**config.mk**
```make
export PLATFORM = sky130hd
export DESIGN_NAME = ocsr_top
export DESIGN_NICKNAME = d
export VERILOG_FILES = /design/src/shared/ocsr_pkg.sv /design/src/hw/ocsr_top.sv
export SDC_FILE = /design/constraint.sdc
export NUM_CORES = 1
export LEC_CHECK = 0
export BUFFER_PORTS_ARGS = -buffer_cell sky130_fd_sc_hd__buf_2
export CORE_AREA = 2 2 129 131
export CTS_CLUSTER_SIZE = 24
export DETAILED_ROUTE_END_ITERATION = 12
export DIE_AREA = 0 0 131 133
export GPL_TIMING_DRIVEN = 0
export PLACE_DENSITY_LB_ADDON = 0.08
export SETUP_SLACK_MARGIN = 0.2
export SLEW_MARGIN = 5
export SYNTH_ARGS = -nofsm -noshare
export SYNTH_HDL_FRONTEND = slang
export SYNTH_SLANG_ARGS = --single-unit
```
**constraint.sdc**
```tcl
create_clock -name mclk -period 6.5 [get_ports mclk]
set_input_delay 0.65 -clock mclk [delete_from_list [all_inputs] [get_ports mclk]]
set_output_delay 0.65 -clock mclk [all_outputs]
set_load 0.02 [all_outputs]
```
**src/shared/ocsr_pkg.sv**
```systemverilog
// shared constants and types for the output clock sync and reset block
package ocsr_pkg;

  // register byte offsets
  localparam logic [7:0] REG_CONTROL = 8'h00;
  localparam logic [7:0] REG_STATE = 8'h04;
  localparam logic [7:0] REG_IRQ_STATUS = 8'h10;
  localparam logic [7:0] REG_IRQ_ENABLE = 8'h14;
  localparam logic [7:0] REG_IRQ_CLEAR = 8'h18;

  // control register fields
  localparam int CTL_EXTENDED_BIT = 0;
  localparam int CTL_DRD_BIT = 1;
  localparam int CTL_EDGE_BIT = 2;
  localparam int CTL_ADJ_LSB = 16;
  localparam int CTL_ADJ_MSB = 24;

  // reset values
  localparam logic CTL_EXTENDED_RST = 1'h0;
  localparam logic CTL_DRD_RST = 1'h0;
  localparam logic CTL_EDGE_RST = 1'h0;
  localparam logic [8:0] CTL_ADJ_RST = 9'h100;
  localparam logic [3:0] IRQ_ENABLE_RST = 4'h0;

  // interrupt event bit positions
  localparam int EV_RESET_SEEN = 0;
  localparam int EV_ALIGNED = 1;
  localparam int EV_OUT_OF_RANGE = 2;
  localparam int EV_RESET_IN_CAL = 3;
  localparam int EV_COUNT = 4;

  // conversion: code = 128 + (sample * gain) >>> GAIN_SHIFT, gain in 1/2048 steps
  localparam int SAMPLE_W = 12;
  localparam int GAIN_W = 10;
  localparam int GAIN_SHIFT = 11;
  localparam logic [GAIN_W-1:0] GAIN_FSR_HIGH = 10'h100;
  localparam logic [GAIN_W-1:0] GAIN_FSR_LOW = 10'h155;
  localparam logic [GAIN_W-1:0] GAIN_EXT_BASE = 10'h140;
  localparam logic [7:0] CODE_MID = 8'h80;
  localparam logic [7:0] CODE_MIN = 8'h00;
  localparam logic [7:0] CODE_MAX = 8'hFF;

  // sampling-clock to output-clock latency, in sampling clock cycles
  localparam logic [3:0] PIPE_LATENCY = 4'h4;

  // timing
  localparam int MCLK_MHZ = 100;

  typedef struct packed {
    logic [8:0] fs_adjust;
    logic output_edge_select;
    logic double_rate_disable;
    logic extended_mode;
  } ocsr_cfg_t;

  typedef struct packed {
    logic [7:0] bus_a;
    logic [7:0] bus_b;
  } ocsr_word_t;

  typedef enum logic [1:0] {
    OCSR_RUN,
    OCSR_HOLD,
    OCSR_ALIGN,
    OCSR_DELAY
  } ocsr_state_t;

endpackage : ocsr_pkg

```
**src/hw/ocsr_top.sv**
```systemverilog
// output clock synchronisation, reset and output code formatting
//
// Overview of operation
// - reset pin accepted any time; output clock then held at a fixed level.
// - held level depends on single/double rate mode and output edge selection.
// - assertion may cut the running output clock short, giving one narrow pulse.
// - release comes with a sampling rising edge; phase aligns on next falling edge.
// - output clock restarts after the normal sampling-to-output latency.
// - results are 8-bit offset binary, 00 at negative and FF at positive full scale.
// - over-range input saturates the code and raises out-of-range while it lasts.
// - full scale follows select pin normally, adjust register in extended mode.
// - double rate gives a word per edge; single rate one per period on chosen edge.
// - out-of-range stays active while either bus result falls outside 00 to FF.
`timescale 1ns/100ps
module ocsr_top
(
  input wire logic mclk,
  input wire logic rst,
  // apb slave
  input wire logic psel,
  input wire logic penable,
  input wire logic pwrite,
  input wire logic [7:0] paddr,
  input wire logic [31:0] pwdata,
  output logic [31:0] prdata,
  output logic pready,
  output logic pslverr,
  // pins from outside the mclk domain
  input wire logic sampling_clock,
  input wire logic output_clock_reset,
  input wire logic full_scale_select,
  input wire logic output_edge_select,
  input wire logic [ocsr_pkg::SAMPLE_W-1:0] sample_in,
  // from the calibration engine, same clock
  input wire logic calibration_active,
  // outputs to capture logic
  output logic output_data_clock,
  output logic [7:0] data_bus_a,
  output logic [7:0] data_bus_b,
  output logic out_of_range,
  output logic irq
);

  // signed sample scaled and offset to an 8-bit code; bit 8 flags clipping
  function automatic logic [8:0] encode_sample
  (
    input logic signed [ocsr_pkg::SAMPLE_W-1:0] sample,
    input logic [ocsr_pkg::GAIN_W-1:0] gain
  );
    logic signed [ocsr_pkg::SAMPLE_W+ocsr_pkg::GAIN_W:0] product;
    logic signed [ocsr_pkg::SAMPLE_W+ocsr_pkg::GAIN_W:0] code;
    logic [8:0] result;
    product = sample * $signed({1'b0, gain});
    code = (product >>> ocsr_pkg::GAIN_SHIFT) + $signed({1'b0, ocsr_pkg::CODE_MID});
    if (code < 0)
    begin
      result = {1'b1, ocsr_pkg::CODE_MIN};
    end
    else if (code > $signed({1'b0, ocsr_pkg::CODE_MAX}))
    begin
      result = {1'b1, ocsr_pkg::CODE_MAX};
    end
    else
    begin
      result = {1'b0, code[7:0]};
    end
    return result;
  endfunction : encode_sample

  ocsr_pkg::ocsr_cfg_t cfg;
  ocsr_pkg::ocsr_state_t state;
  ocsr_pkg::ocsr_word_t word;
  logic [ocsr_pkg::EV_COUNT-1:0] irq_status;
  logic [ocsr_pkg::EV_COUNT-1:0] irq_enable;
  logic [ocsr_pkg::EV_COUNT-1:0] irq_clear;
  logic [ocsr_pkg::EV_COUNT-1:0] events;

  // two-flop synchronisers; the first stage is read by the second only
  logic sclk_s1, sclk_s2, sclk_s3;
  logic rstpin_s1, rstpin_s2;
  logic fsr_s1, fsr_s2;
  logic edge_s1, edge_s2;
  logic [ocsr_pkg::SAMPLE_W-1:0] sample_s1, sample_s2;

  always_ff @(posedge mclk)
  begin
    if (rst)
    begin
      sclk_s1 <= 1'b0;
      sclk_s2 <= 1'b0;
      sclk_s3 <= 1'b0;
      rstpin_s1 <= 1'b0;
      rstpin_s2 <= 1'b0;
      fsr_s1 <= 1'b0;
      fsr_s2 <= 1'b0;
      edge_s1 <= 1'b0;
      edge_s2 <= 1'b0;
      sample_s1 <= '0;
      sample_s2 <= '0;
    end
    else
    begin
      sclk_s1 <= sampling_clock;
      sclk_s2 <= sclk_s1;
      sclk_s3 <= sclk_s2;
      rstpin_s1 <= output_clock_reset;
      rstpin_s2 <= rstpin_s1;
      fsr_s1 <= full_scale_select;
      fsr_s2 <= fsr_s1;
      edge_s1 <= output_edge_select;
      edge_s2 <= edge_s1;
      // the sample is stable around the sampling edge, so bitwise sync is safe here
      sample_s1 <= sample_in;
      sample_s2 <= sample_s1;
    end
  end

  logic sclk_rise;
  logic sclk_fall;
  assign sclk_rise = sclk_s2 & ~sclk_s3;
  assign sclk_fall = ~sclk_s2 & sclk_s3;

  // effective mode: in normal control mode the register has no say
  logic eff_drd;
  logic eff_edge;
  logic hold_level;
  logic [ocsr_pkg::GAIN_W-1:0] gain;
  assign eff_drd = cfg.extended_mode ? cfg.double_rate_disable : ocsr_pkg::CTL_DRD_RST;
  assign eff_edge = cfg.extended_mode ? cfg.output_edge_select : edge_s2;
  // held low when the next edge that carries data is rising, high when it is falling
  assign hold_level = eff_drd & ~eff_edge;
  // linear approximation of the inverse range law; accurate within a few percent
  assign gain = cfg.extended_mode
    ? ocsr_pkg::GAIN_EXT_BASE - {3'h0, cfg.fs_adjust[8:2]}
    : (fsr_s2 ? ocsr_pkg::GAIN_FSR_HIGH : ocsr_pkg::GAIN_FSR_LOW);

  // apb slave: one wait state, answer registered
  logic apb_access;
  logic apb_write;
  assign apb_access = psel & penable & ~pready;
  assign apb_write = psel & penable & pready & pwrite;

  always_ff @(posedge mclk)
  begin
    if (rst)
    begin
      pready <= 1'b0;
      pslverr <= 1'b0;
      prdata <= 32'h00000000;
    end
    else
    begin
      pready <= apb_access;
      pslverr <= 1'b0;
      prdata <= 32'h00000000;
      if (apb_access)
      begin
        unique case (paddr)
          ocsr_pkg::REG_CONTROL:
          begin
            prdata[ocsr_pkg::CTL_EXTENDED_BIT] <= cfg.extended_mode;
            prdata[ocsr_pkg::CTL_DRD_BIT] <= cfg.double_rate_disable;
            prdata[ocsr_pkg::CTL_EDGE_BIT] <= cfg.output_edge_select;
            prdata[ocsr_pkg::CTL_ADJ_MSB:ocsr_pkg::CTL_ADJ_LSB] <= cfg.fs_adjust;
          end
          ocsr_pkg::REG_STATE:
          begin
            prdata[1:0] <= state;
            prdata[2] <= output_data_clock;
            prdata[3] <= calibration_active;
          end
          ocsr_pkg::REG_IRQ_STATUS: prdata[ocsr_pkg::EV_COUNT-1:0] <= irq_status;
          ocsr_pkg::REG_IRQ_ENABLE: prdata[ocsr_pkg::EV_COUNT-1:0] <= irq_enable;
          ocsr_pkg::REG_IRQ_CLEAR: prdata <= 32'h00000000;
          default: pslverr <= 1'b1;
        endcase
      end
    end
  end

  always_ff @(posedge mclk)
  begin
    if (rst)
    begin
      cfg.extended_mode <= ocsr_pkg::CTL_EXTENDED_RST;
      cfg.double_rate_disable <= ocsr_pkg::CTL_DRD_RST;
      cfg.output_edge_select <= ocsr_pkg::CTL_EDGE_RST;
      cfg.fs_adjust <= ocsr_pkg::CTL_ADJ_RST;
    end
    else if (apb_write && paddr == ocsr_pkg::REG_CONTROL)
    begin
      cfg.extended_mode <= pwdata[ocsr_pkg::CTL_EXTENDED_BIT];
      cfg.double_rate_disable <= pwdata[ocsr_pkg::CTL_DRD_BIT];
      cfg.output_edge_select <= pwdata[ocsr_pkg::CTL_EDGE_BIT];
      cfg.fs_adjust <= pwdata[ocsr_pkg::CTL_ADJ_MSB:ocsr_pkg::CTL_ADJ_LSB];
    end
  end

  always_ff @(posedge mclk)
  begin
    if (rst)
    begin
      irq_enable <= ocsr_pkg::IRQ_ENABLE_RST;
    end
    else if (apb_write && paddr == ocsr_pkg::REG_IRQ_ENABLE)
    begin
      irq_enable <= pwdata[ocsr_pkg::EV_COUNT-1:0];
    end
  end

  assign irq_clear = (apb_write && paddr == ocsr_pkg::REG_IRQ_CLEAR)
    ? pwdata[ocsr_pkg::EV_COUNT-1:0] : '0;

  // a new event in the clearing cycle survives the clear
  always_ff @(posedge mclk)
  begin
    if (rst)
    begin
      irq_status <= '0;
      irq <= 1'b0;
    end
    else
    begin
      irq_status <= (irq_status & ~irq_clear) | events;
      irq <= |(((irq_status & ~irq_clear) | events) & irq_enable);
    end
  end

  // output clock control
  logic [3:0] delay_count;
  logic word_phase;
  logic [7:0] first_code;
  logic first_clip;
  logic [8:0] enc;
  logic word_strobe;
  assign enc = encode_sample(sample_s2, gain);
  assign word_strobe = (state == ocsr_pkg::OCSR_RUN) && sclk_rise && word_phase;

  always_ff @(posedge mclk)
  begin
    if (rst)
    begin
      state <= ocsr_pkg::OCSR_RUN;
      delay_count <= 4'h0;
    end
    else if (rstpin_s2)
    begin
      // taken at once whatever the sampling clock is doing
      state <= ocsr_pkg::OCSR_HOLD;
      delay_count <= 4'h0;
    end
    else
    begin
      unique case (state)
        ocsr_pkg::OCSR_RUN: state <= ocsr_pkg::OCSR_RUN;
        ocsr_pkg::OCSR_HOLD: state <= ocsr_pkg::OCSR_ALIGN;
        ocsr_pkg::OCSR_ALIGN:
        begin
          if (sclk_fall)
          begin
            state <= ocsr_pkg::OCSR_DELAY;
            delay_count <= 4'h0;
          end
        end
        ocsr_pkg::OCSR_DELAY:
        begin
          if (sclk_rise)
          begin
            if (delay_count == ocsr_pkg::PIPE_LATENCY - 4'h1)
            begin
              state <= ocsr_pkg::OCSR_RUN;
            end
            delay_count <= delay_count + 4'h1;
          end
        end
      endcase
    end
  end

  always_ff @(posedge mclk)
  begin
    if (rst)
    begin
      output_data_clock <= 1'b0;
      word_phase <= 1'b0;
    end
    else if (state != ocsr_pkg::OCSR_RUN || rstpin_s2)
    begin
      // forcing mid-period may leave one short high or low pulse
      output_data_clock <= hold_level;
      word_phase <= 1'b0;
    end
    else if (sclk_rise)
    begin
      word_phase <= ~word_phase;
      if (!eff_drd)
      begin
        if (word_phase)
        begin
          output_data_clock <= ~output_data_clock;
        end
      end
      else
      begin
        output_data_clock <= word_phase ? eff_edge : ~eff_edge;
      end
    end
  end

  // demux: two consecutive samples form one word pair on the two buses
  always_ff @(posedge mclk)
  begin
    if (rst)
    begin
      first_code <= ocsr_pkg::CODE_MID;
      first_clip <= 1'b0;
      word <= '0;
      out_of_range <= 1'b0;
    end
    else
    begin
      if (sclk_rise && !word_phase)
      begin
        first_code <= enc[7:0];
        first_clip <= enc[8];
      end
      if (word_strobe)
      begin
        word.bus_a <= first_code;
        word.bus_b <= enc[7:0];
        out_of_range <= first_clip | enc[8];
      end
    end
  end

  assign data_bus_a = word.bus_a;
  assign data_bus_b = word.bus_b;

  // events
  logic rstpin_d;
  always_ff @(posedge mclk)
  begin
    if (rst)
    begin
      rstpin_d <= 1'b0;
    end
    else
    begin
      rstpin_d <= rstpin_s2;
    end
  end

  always_comb
  begin
    events = '0;
    events[ocsr_pkg::EV_RESET_SEEN] = rstpin_s2 & ~rstpin_d;
    events[ocsr_pkg::EV_ALIGNED] = (state == ocsr_pkg::OCSR_DELAY) && sclk_rise
      && (delay_count == ocsr_pkg::PIPE_LATENCY - 4'h1) && !rstpin_s2;
    events[ocsr_pkg::EV_OUT_OF_RANGE] = word_strobe & (first_clip | enc[8]);
    // a reset during calibration may spoil it; flag it so software can recalibrate
    events[ocsr_pkg::EV_RESET_IN_CAL] = rstpin_s2 & ~rstpin_d & calibration_active;
  end

endmodule : ocsr_top

```
Yosys cells after proc, flatten, opt, wreduce, memory -nomap -nowiden
Index checks and enable logic that the tools add are counted.

Reductions and logical operators: 28. Equal/unequal tests: 14. Add/sub/neg operators: 3. Multiply operators: 1. Muxes and demuxes: 23. Magnitude comparators: 2. Bitwise operators: 24.

Operators with widths (number): 8-bit by 5-bit equality test with 1-bit output, second input constant (3); 12-bit by 11-bit multiplier with 23-bit output (1); 9-bit 2-to-1 mux (2); 12-bit by 9-bit adder with 13-bit output, second input constant (1); 13-bit by 9-bit greater-than comparator with 1-bit output, second input constant (1); 13-bit by 1-bit < comparator with 1-bit output, second input constant (1); 4-bit 2-to-1 mux (3); 3-bit one-hot mux with 4 select lines (1); 1-bit AND (10); 10-bit 2-to-1 mux (1); 9-bit by 7-bit subtractor with 10-bit output, first input constant (1); 1-bit logical AND (9); 1-bit 2-to-1 mux (9); 1-bit inverter (9); 3-bit AND reduction (3); 4-bit AND (2); 8-bit by 3-bit equality test with 1-bit output, second input constant (1); 8-bit logical NOT (1); 2-bit one-hot mux with 4 select lines (1); 4-bit one-hot mux with 2 select lines (1); 7-bit 2-to-1 mux (1); 2-bit 2-to-1 mux (3); 3-bit inequality test, second input constant (2); 2-bit nonzero test (3); 20 further kinds (25).

Input port bits: 62. Word-level logic and storage cells: 129. Register bits: 123. Output and inout bits: 53.

Logic depth before layout (Yosys ltp)
Gate-level depths: netlist of run 1.

Word-level depth: 12. Mapped depth: 33. Gate-level depth less buffers: 31.

Worst setup path before layout of run 1
No wires, ideal clock.

Path type: register -> register. Start point: register cfg[5] (netlist bit). End point: register irq. Setup slack: -0.431 ns. Arrival time: 6.809 ns. Required time: 6.378 ns. Path buffers: 1. Clock period less this slack: 6.931 ns. Setup time: 0.122 ns. Cell stages (with the launch flop): 30. Cells stage by stage: dfxtp_1 > inv_1 > ha_1 > nand2_1 > xor2_1 > nand2_1 > o21ai_0 > clkbuf_1 > nand2_1 > fa_1 > inv_1 > fa_1 > fa_1 > fa_1 > inv_1 > fa_1 > inv_1 > ha_1 > a211o_1 > o211ai_1 > o211a_2 > a21boi_0 > nand2b_2 > ha_1 > and4_1 > o2111ai_1 > nor4_1 > a211oi_1 > nand2_1 > a221o_1.

Word-level cells in the longest chain between the ends: 12. Elaborated cells between the ends (all ways): 13. Those cells by class: add/sub: 2; mul: 1; order compare: 2; mux: 3; bitwise: 4; reduce/logical: 1.

RTL lines: from (decl) (line ocsr_top.sv:70) `ocsr_pkg::ocsr_cfg_t cfg;`; 9-bit by 7-bit subtractor with 10-bit output * (line ocsr_top.sv:134) `? ocsr_pkg::GAIN_EXT_BASE - {3'h0, cfg.fs_adjust[8:2]}`; 10-bit 2-to-1 mux * (line ocsr_top.sv:134); 12-bit by 11-bit multiplier with 23-bit output * (line ocsr_top.sv:53) `product = sample * $signed({1'b0, gain});`; 12-bit by 9-bit adder with 13-bit output * (line ocsr_top.sv:54) `code = (product >>> ocsr_pkg::GAIN_SHIFT) + $signed({1'b0, ocsr_pkg::CODE_MID});`; 13-bit by 9-bit greater-than comparator with 1-bit output (line ocsr_top.sv:59) `else if (code > $signed({1'b0, ocsr_pkg::CODE_MAX}))`; 9-bit 2-to-1 mux (line ocsr_top.sv:59); 9-bit 2-to-1 mux * (line ocsr_top.sv:55) `if (code < 0)`; 1-bit OR * (line ocsr_top.sv:359) `events[ocsr_pkg::EV_OUT_OF_RANGE] = word_strobe & (first_clip | enc[8]);`; 1-bit AND * (line ocsr_top.sv:359); 4-bit OR * (line ocsr_top.sv:225) `irq <= |(((irq_status & ~irq_clear) | events) & irq_enable);`; 4-bit AND * (line ocsr_top.sv:225); 4-bit OR reduction * (line ocsr_top.sv:225); to (signal assigned) (line ocsr_top.sv:225); to (decl) (line ocsr_top.sv:41) `output logic irq`.

Mark *: on every way between the ends. The rest lies on a longest branch, timed or not. A chain may end at the register's enable or synchronous reset.

Final worst setup path of run 1
Start point: register cfg[6] (netlist bit). End point: register irq.

The elaborated chain is that of the path after synthesis.

==> flow_summary_export.csv, run 1 <==
group,metric,value,unit
timing,timing.final.crit_share,107,%
flow_run,cap_violations,0,
synth,ys_warn_count,0,
setup_path,reg2reg_depth,31,
outcome,violations,"setup timing",
setup_path,startpoint_type,"flop",
setup_path,crit_fanout,5,
setup_path,timing.rr.end,"irq",
worst_hold_path,hold_end,"sclk_s2",
setup_path,crit_path_frequent_cell,"fa_1",
cells_and_area,layout_common_cells,"inv_1 (148), dfxtp_1 (99), nand2_1 (93), fa_1 (88), buf_2 (73)",
timing,worst_slew_pin_slew,0.864,ns
cells_and_area,final_common_cell,"inv_1",
pwr,vdd.ir_drop.worst,0.171,mV
route,drt-total-wl,20.7,mm
global_route,antenna_found_initial,0,
floorplan,die_width,131,um
global_route,grtUsageTotal,24.7,%
floorplan,rows,47,
timing,setup_violations,20,
global_route,grt_first_pass_wirelength,33.8,mm
setup_path,slowest_delay,0.52,ns
pwr,internal_power,1.29,mW
clock_tree,clock_latency,0.35,ns
pwr,power_frac_comb,35.5,%
pwr,power.switching,0.656,mW
synth,synth_cell_types,75,
pwr,clkPwrFrac,31.2,%
route,drt_iter0_drc,271,
timing,hold_ws,0.434,ns
floorplan,die_h,133,um
pwr,p_per_area,184,mW/mm^2
timing,timing.clock.skew,0.0136,ns
global_route,grt_pass1_vias,6781,
clock_tree,path_clk_slew,0.08,ns
timing,rsz0062_at_grt,"true",
timing,maxSlewHeadroom,42.4,%
setup_path,rrSetupSlack,-0.45,ns
pwr,p_sw_share,33.7,%
placement,place_hpwl,15.8,mm
clock_tree,cts_max_path_buffers,2,
route,wl_per_cell,15.8,um
timing,hold_viol_final,0,
setup_path,cp-end-kind,"flop",
outcome,status,"finished with violations",
clock_tree,htree_levels,3,
setup_path,arrival,7.18,ns
floorplan,ios,115,
synth,synth_edf_count,0,
floorplan,dieArea,0.0174,mm^2
timing,period_needed,6.95,ns
route,vias,6740,
clock_tree,cts_tree,"yes",
placement,io_buffers,73,
synth,synth_ff_type,"dfxtp_1",
floorplan,initial_core_util,52.8,%
route,drtAntennaViolNets,0,
setup_path,cpMaxStageDelayCell,"fa_1",
setup_path,regToRegStartpoint,"cfg[6]",
worst_hold_path,hold_depth,1,
pwr,power_frac_seq,33.4,%
route,drc,0,
synth,synth_seq_cells,102,
timing,timing.final.ws_setup,-0.452,ns
cells_and_area,drive_gt1_share,25.3,%
floorplan,core_area,0.0162,mm^2
timing,maxSlewViolCount,0,
route,firstDrtPassIters,4,
pwr,p_leak,5.10,nW
pwr,power,1.95,mW
global_route,grt_max_degree,21,
cells_and_area,nets,1300,
timing,max_freq,144,MHz
setup_path,cp.required,6.73,ns
synth,syn_area,0.00854,mm^2
clock_tree,numClockSinks,102,
synth,async_flop_share,0,%
global_route,grt-ovfl-total,0,
cells_and_area,syn2layout_area_growth,24.2,%
setup_path,critPathKind,"reg -> reg",
clock_tree,numCtsBuffers,9,
synth,synthCells,952,
placement,gp_congestion,0.866,
worst_hold_path,hp-start,"sclk_s1",
cells_and_area,num_antenna_cells,0,
worst_hold_path,min_path_type,"reg -> reg",
synth,yosysSeqAreaShare,23.9,%
clock_tree,cts_root_buf,"clkbuf_16",
synth,syn_avg_cell_area,8.97,um^2
route,avgViaCountPerCell,5.15,
[routing by layer]
| layer | wire length [um] | global-route usage [%] | vias to the layer above |
|---|---|---|---|
| li1 | - | - | 3271 |
| met1 | 9320 | 33.2 | 3314 |
| met2 | 10400 | 42.9 | 128 |
| met3 | 608 | 2.43 | 27 |
| met4 | 332 | 5.44 | 0 |
| met5 | 0 | 0 | - |
[worst max-delay path: cells and delay by family, from the launching register on]
family                   cells  cell delay, ns
adder cells (fa/ha/maj)      8            2.97
AND/OR/NAND/NOR             10            1.51
AO/OA/AOI/OAI                5            1.22
buffers and inverters        7            0.59
flip-flops                   1            0.37
XOR/XNOR                     1            0.16
[sequential cells by signal (all words and copies together), names as in the netlist, 2 cells and up]
| register | cells |
|---|---|
| first_code | 8 |
| sample_s2 | 12 |
| data_bus_b | 8 |
| prdata | 13 |
| irq_status | 4 |
| cfg | 12 |
| sample_s1 | 12 |
| state | 2 |
| delay_count | 4 |
| data_bus_a | 8 |
| irq_enable | 4 |
[what timing repair did]
action	in CTS	in global routing
cloned	2	0
resized for setup	60	33
hold buffers	0	0
setup buffers	20	8
endpoints found under the hold margin	0	0
endpoints found under the setup margin	20	20
pin swaps	45	28
[power groups by stage]
stage	Combinational, mW	Clock (mW)	Sequential, mW
floorplan	0.451	0	0.662
finish	0.690	0.606	0.649
global route	0.758	0.638	0.651
global placement	0.565	0	0.664
CTS	0.644	0.611	0.649
detailed placement	0.569	0	0.664
[layout make-up]
type,count,area [um^2]
Buffer,56,368
Clock buffer,9,225
Clock inverter,7,128
Fill cell,1381,5570
Inverter,163,619
Multi-Input combinational cell,649,6290
Sequential cell,102,2050
Tap cell,220,275
Timing Repair Buffer,103,639
[kinds of logic after synthesis]
logic type	after synthesis	share of synthesized area [%]
simple gates	320	19.9
mux	21	2.65
buf+inv	219	10.5
flops	102	23.9
fa+ha+maj	154	31.3
compound gates	115	9.69
other cells	1	0.0439
xor+xnor	20	2.05
[through the flow]
step                util (%)  instances  setup slack, ns  TNS, ns  cell area, um^2
detailed placement      59.2       1263            -1.06   -18.03             9580
global placement        59.2       1263            -1.03   -17.42             9580
CTS                     64.3       1301           -0.389    -5.64            10400
global route            65.5       1309           -0.654   -11.42            10600
finish                  65.5       1309           -0.452    -7.63            10600
floorplan                  -        970            0.127        0             8930
[synth_stat cells (12+ instances only)]
cell,n,share of area [%]
nor3_1,12,0.70
fa_1,99,23
nor2b_1,51,3.7
xnor2_1,12,1.2
a21oi_1,35,2.1
and2_1,22,1.6
mux2i_1,17,2.0
and3_1,24,1.8
nand2_1,108,4.7
clkbuf_1,24,1.1
a22o_1,15,1.5
buf_4,19,1.7
nor2_1,46,2.0
ha_1,55,8.1
dfxtp_1,102,24
o21ai_0,15,0.88
buf_1,12,0.53
inv_1,163,7.2
[how the worst max path moves through the flow]
stage	slack (ns)	startpoint	end	cells after the start
after detailed placement	-1.06	cfg[0]	irq	27
after floorplan	0.13	cfg[5]	irq	30
after CTS	-0.39	cfg[5]	irq	32
after global placement	-1.03	cfg[0]	irq	27
after global routing	-0.65	cfg[6]	irq	31
final	-0.45	cfg[6]	irq	31
No activity file was read; power rests on OpenSTA's default activity.
==> inputs of run 2 (changes only) <==
--- a/config.mk
+++ b/config.mk
@@ -10,7 +10,6 @@
 export CTS_CLUSTER_SIZE = 24
 export DETAILED_ROUTE_END_ITERATION = 12
 export DIE_AREA = 0 0 131 133
-export GPL_TIMING_DRIVEN = 0
 export PLACE_DENSITY_LB_ADDON = 0.08
 export SETUP_SLACK_MARGIN = 0.2
 export SLEW_MARGIN = 5
==> constraint.sdc (replaced) <==
create_clock -name mclk -period 6.05 [get_ports mclk]
set_input_delay 0.605 -clock mclk [delete_from_list [all_inputs] [get_ports mclk]]
set_output_delay 0.605 -clock mclk [all_outputs]
set_load 0.02 [all_outputs]
==> flow_summary_export.csv, run 2 (synthesis gave the netlist of run 1 again) <==
group,metric,value,unit
outcome,status,"finished with violations",
outcome,violations,"setup timing",
route,drc,0,
timing,maxSlewHeadroom,24.0,%
cells_and_area,largest_reg_flops,13,
floorplan,core_area,0.0162,mm^2
clock_tree,cts_max_path_buffers,2,
setup_path,critPathKind,"reg -> reg",
setup_path,startpoint,"cfg[5]",
clock_tree,path_clk_slew,0.07,ns
clock_tree,clock_latency,0.36,ns
floorplan,die_width,131,um
clock_tree,numClockSinks,102,
global_route,grt_first_pass_wirelength,33.7,mm
setup_path,cpMaxStageDelayCell,"fa_1",
worst_hold_path,min_path_type,"reg -> reg",
route,drt_iter0_drc,321,
clock_tree,cts_root_buf,"clkbuf_16",
route,firstDrtPassIters,7,
setup_path,arrival,6.95,ns
cells_and_area,nets,1338,
pwr,vdd.ir_drop.worst,0.155,mV
cells_and_area,drive_gt1_share,30.2,%
floorplan,dieArea,0.0174,mm^2
cells_and_area,num_antenna_cells,0,
timing,worst_slew_pin_slew,1.13,ns
timing,setup_violations,20,
clock_tree,numCtsBuffers,9,
cells_and_area,post-route-cell-area,0.0108,mm^2
setup_path,slowest_delay,0.53,ns
floorplan,rows,47,
global_route,grt_max_degree,77,
route,wl_per_cell,14.7,um
pwr,p_leak,5.28,nW
global_route,grt-ovfl-total,0,
cells_and_area,layout_common_cells,"inv_1 (146), buf_4 (109), dfxtp_1 (100), nand2_1 (93), fa_1 (86)",
placement,place_hpwl,15.8,mm
global_route,grt_pass1_vias,7098,
floorplan,ios,115,
timing,timing.final.crit_share,111,%
timing,maxSlewViolCount,0,
timing,hold_viol_final,0,
cells_and_area,final_common_cell,"inv_1",
placement,dpl_worst_slack,-0.814,ns
setup_path,cp.required,6.30,ns
cells_and_area,finish.utilization,66.9,%
route,vias,6844,
pwr,power,2.04,mW
timing,timing.final.ws_setup,-0.655,ns
pwr,p_per_area,188,mW/mm^2
setup_path,cp-end-kind,"flop",
global_route,grtUsageTotal,24.5,%
cells_and_area,syn2layout_area_growth,26.7,%
setup_path,startpoint_type,"flop",
route,avgViaCountPerCell,5.08,
flow_run,cap_violations,0,
placement,place_area,0.0100,mm^2
clock_tree,cts_tree,"yes",
route,drtAntennaViolNets,0,
setup_path,regToRegStartpoint,"cfg[5]",
cells_and_area,regMostFlops,"prdata",
setup_path,crit_fanout,5,
global_route,antenna_found_initial,0,
worst_hold_path,hp-start,"sample_s1[10]",
timing,rsz0062_at_grt,"true",
route,drt-total-wl,19.9,mm
timing,timing.clock.skew,0.0128,ns
placement,io_buffers,75,
floorplan,initial_core_util,52.8,%
timing,period_needed,6.70,ns
floorplan,die_h,133,um
placement,gp_congestion,0.863,
timing,max_freq,149,MHz
clock_tree,htree_levels,3,
setup_path,crit_path_frequent_cell,"fa_1",
run 2: path summary, 6_finish.rpt:
kind | to | slack (ns) | cells past startpoint
hold / removal | sample_s2[10] | 0.44 | 1
hold reg to reg | sample_s2[10] | 0.44 | 1
setup reg to reg | irq | -0.65 | 30
setup / recovery | irq | -0.65 | 30
run 2: worst max-delay path, delay by kind of cell (launching register included):
family	cells	cell delay, ns
buffers and inverters	6	0.47
DFF	1	0.36
and+or+nand+nor	10	1.48
adders and majority gates	8	2.97
AOI/OAI and AO/OA	5	1.17
xor gates and xnor gates	1	0.15
run 2: area by class of cell:
| class | count | area [um^2] |
|---|---|---|
| well taps | 220 | 275 |
| flip-flops and latches | 102 | 2050 |
| clock inverters | 7 | 63.8 |
| fillers | 1389 | 5350 |
| inverters | 163 | 617 |
| clock buffers | 9 | 225 |
| multi-input cells | 649 | 6230 |
| repair buffers | 197 | 1360 |
run 2: metrics by stage:
step           std cells  setup TNS [ns]  hold slack (ns)
2_1_floorplan        970           -4.32            0.414
3_3_place_gp        1308          -14.11            0.418
3_5_place_dp        1308          -14.81            0.425
4_1_cts             1345          -11.25            0.440
5_1_grt             1347          -17.51            0.460
6_report            1347          -11.73            0.436
run 2: power breakdown:
group | internal, mW | leakage (nW) | switching [mW]
Sequential | 0.688 | 0.831 | 0.0143
Combinational | 0.372 | 4.31 | 0.406
Clock | 0.287 | 0.136 | 0.271
run 2: per-layer routing:
layer  track usage, %  vias to the layer above  part of all wire [%]
met2             41.8                      134                    50
li1                 -                     3337                     -
met5                0                        -                     0
met3             3.72                       19                   3.4
met1             32.1                     3354                    45
met4             7.03                        0                   1.7
run 2: timing repair:
item                                    CTS  global route
buffers inserted                         19             2
endpoints found under the setup margin   20            20
hold endpoints to repair                  0             0
pin swaps                                16             9
gates cloned                              2             0
hold buffers                              0             0
gates resized for setup                  53            20
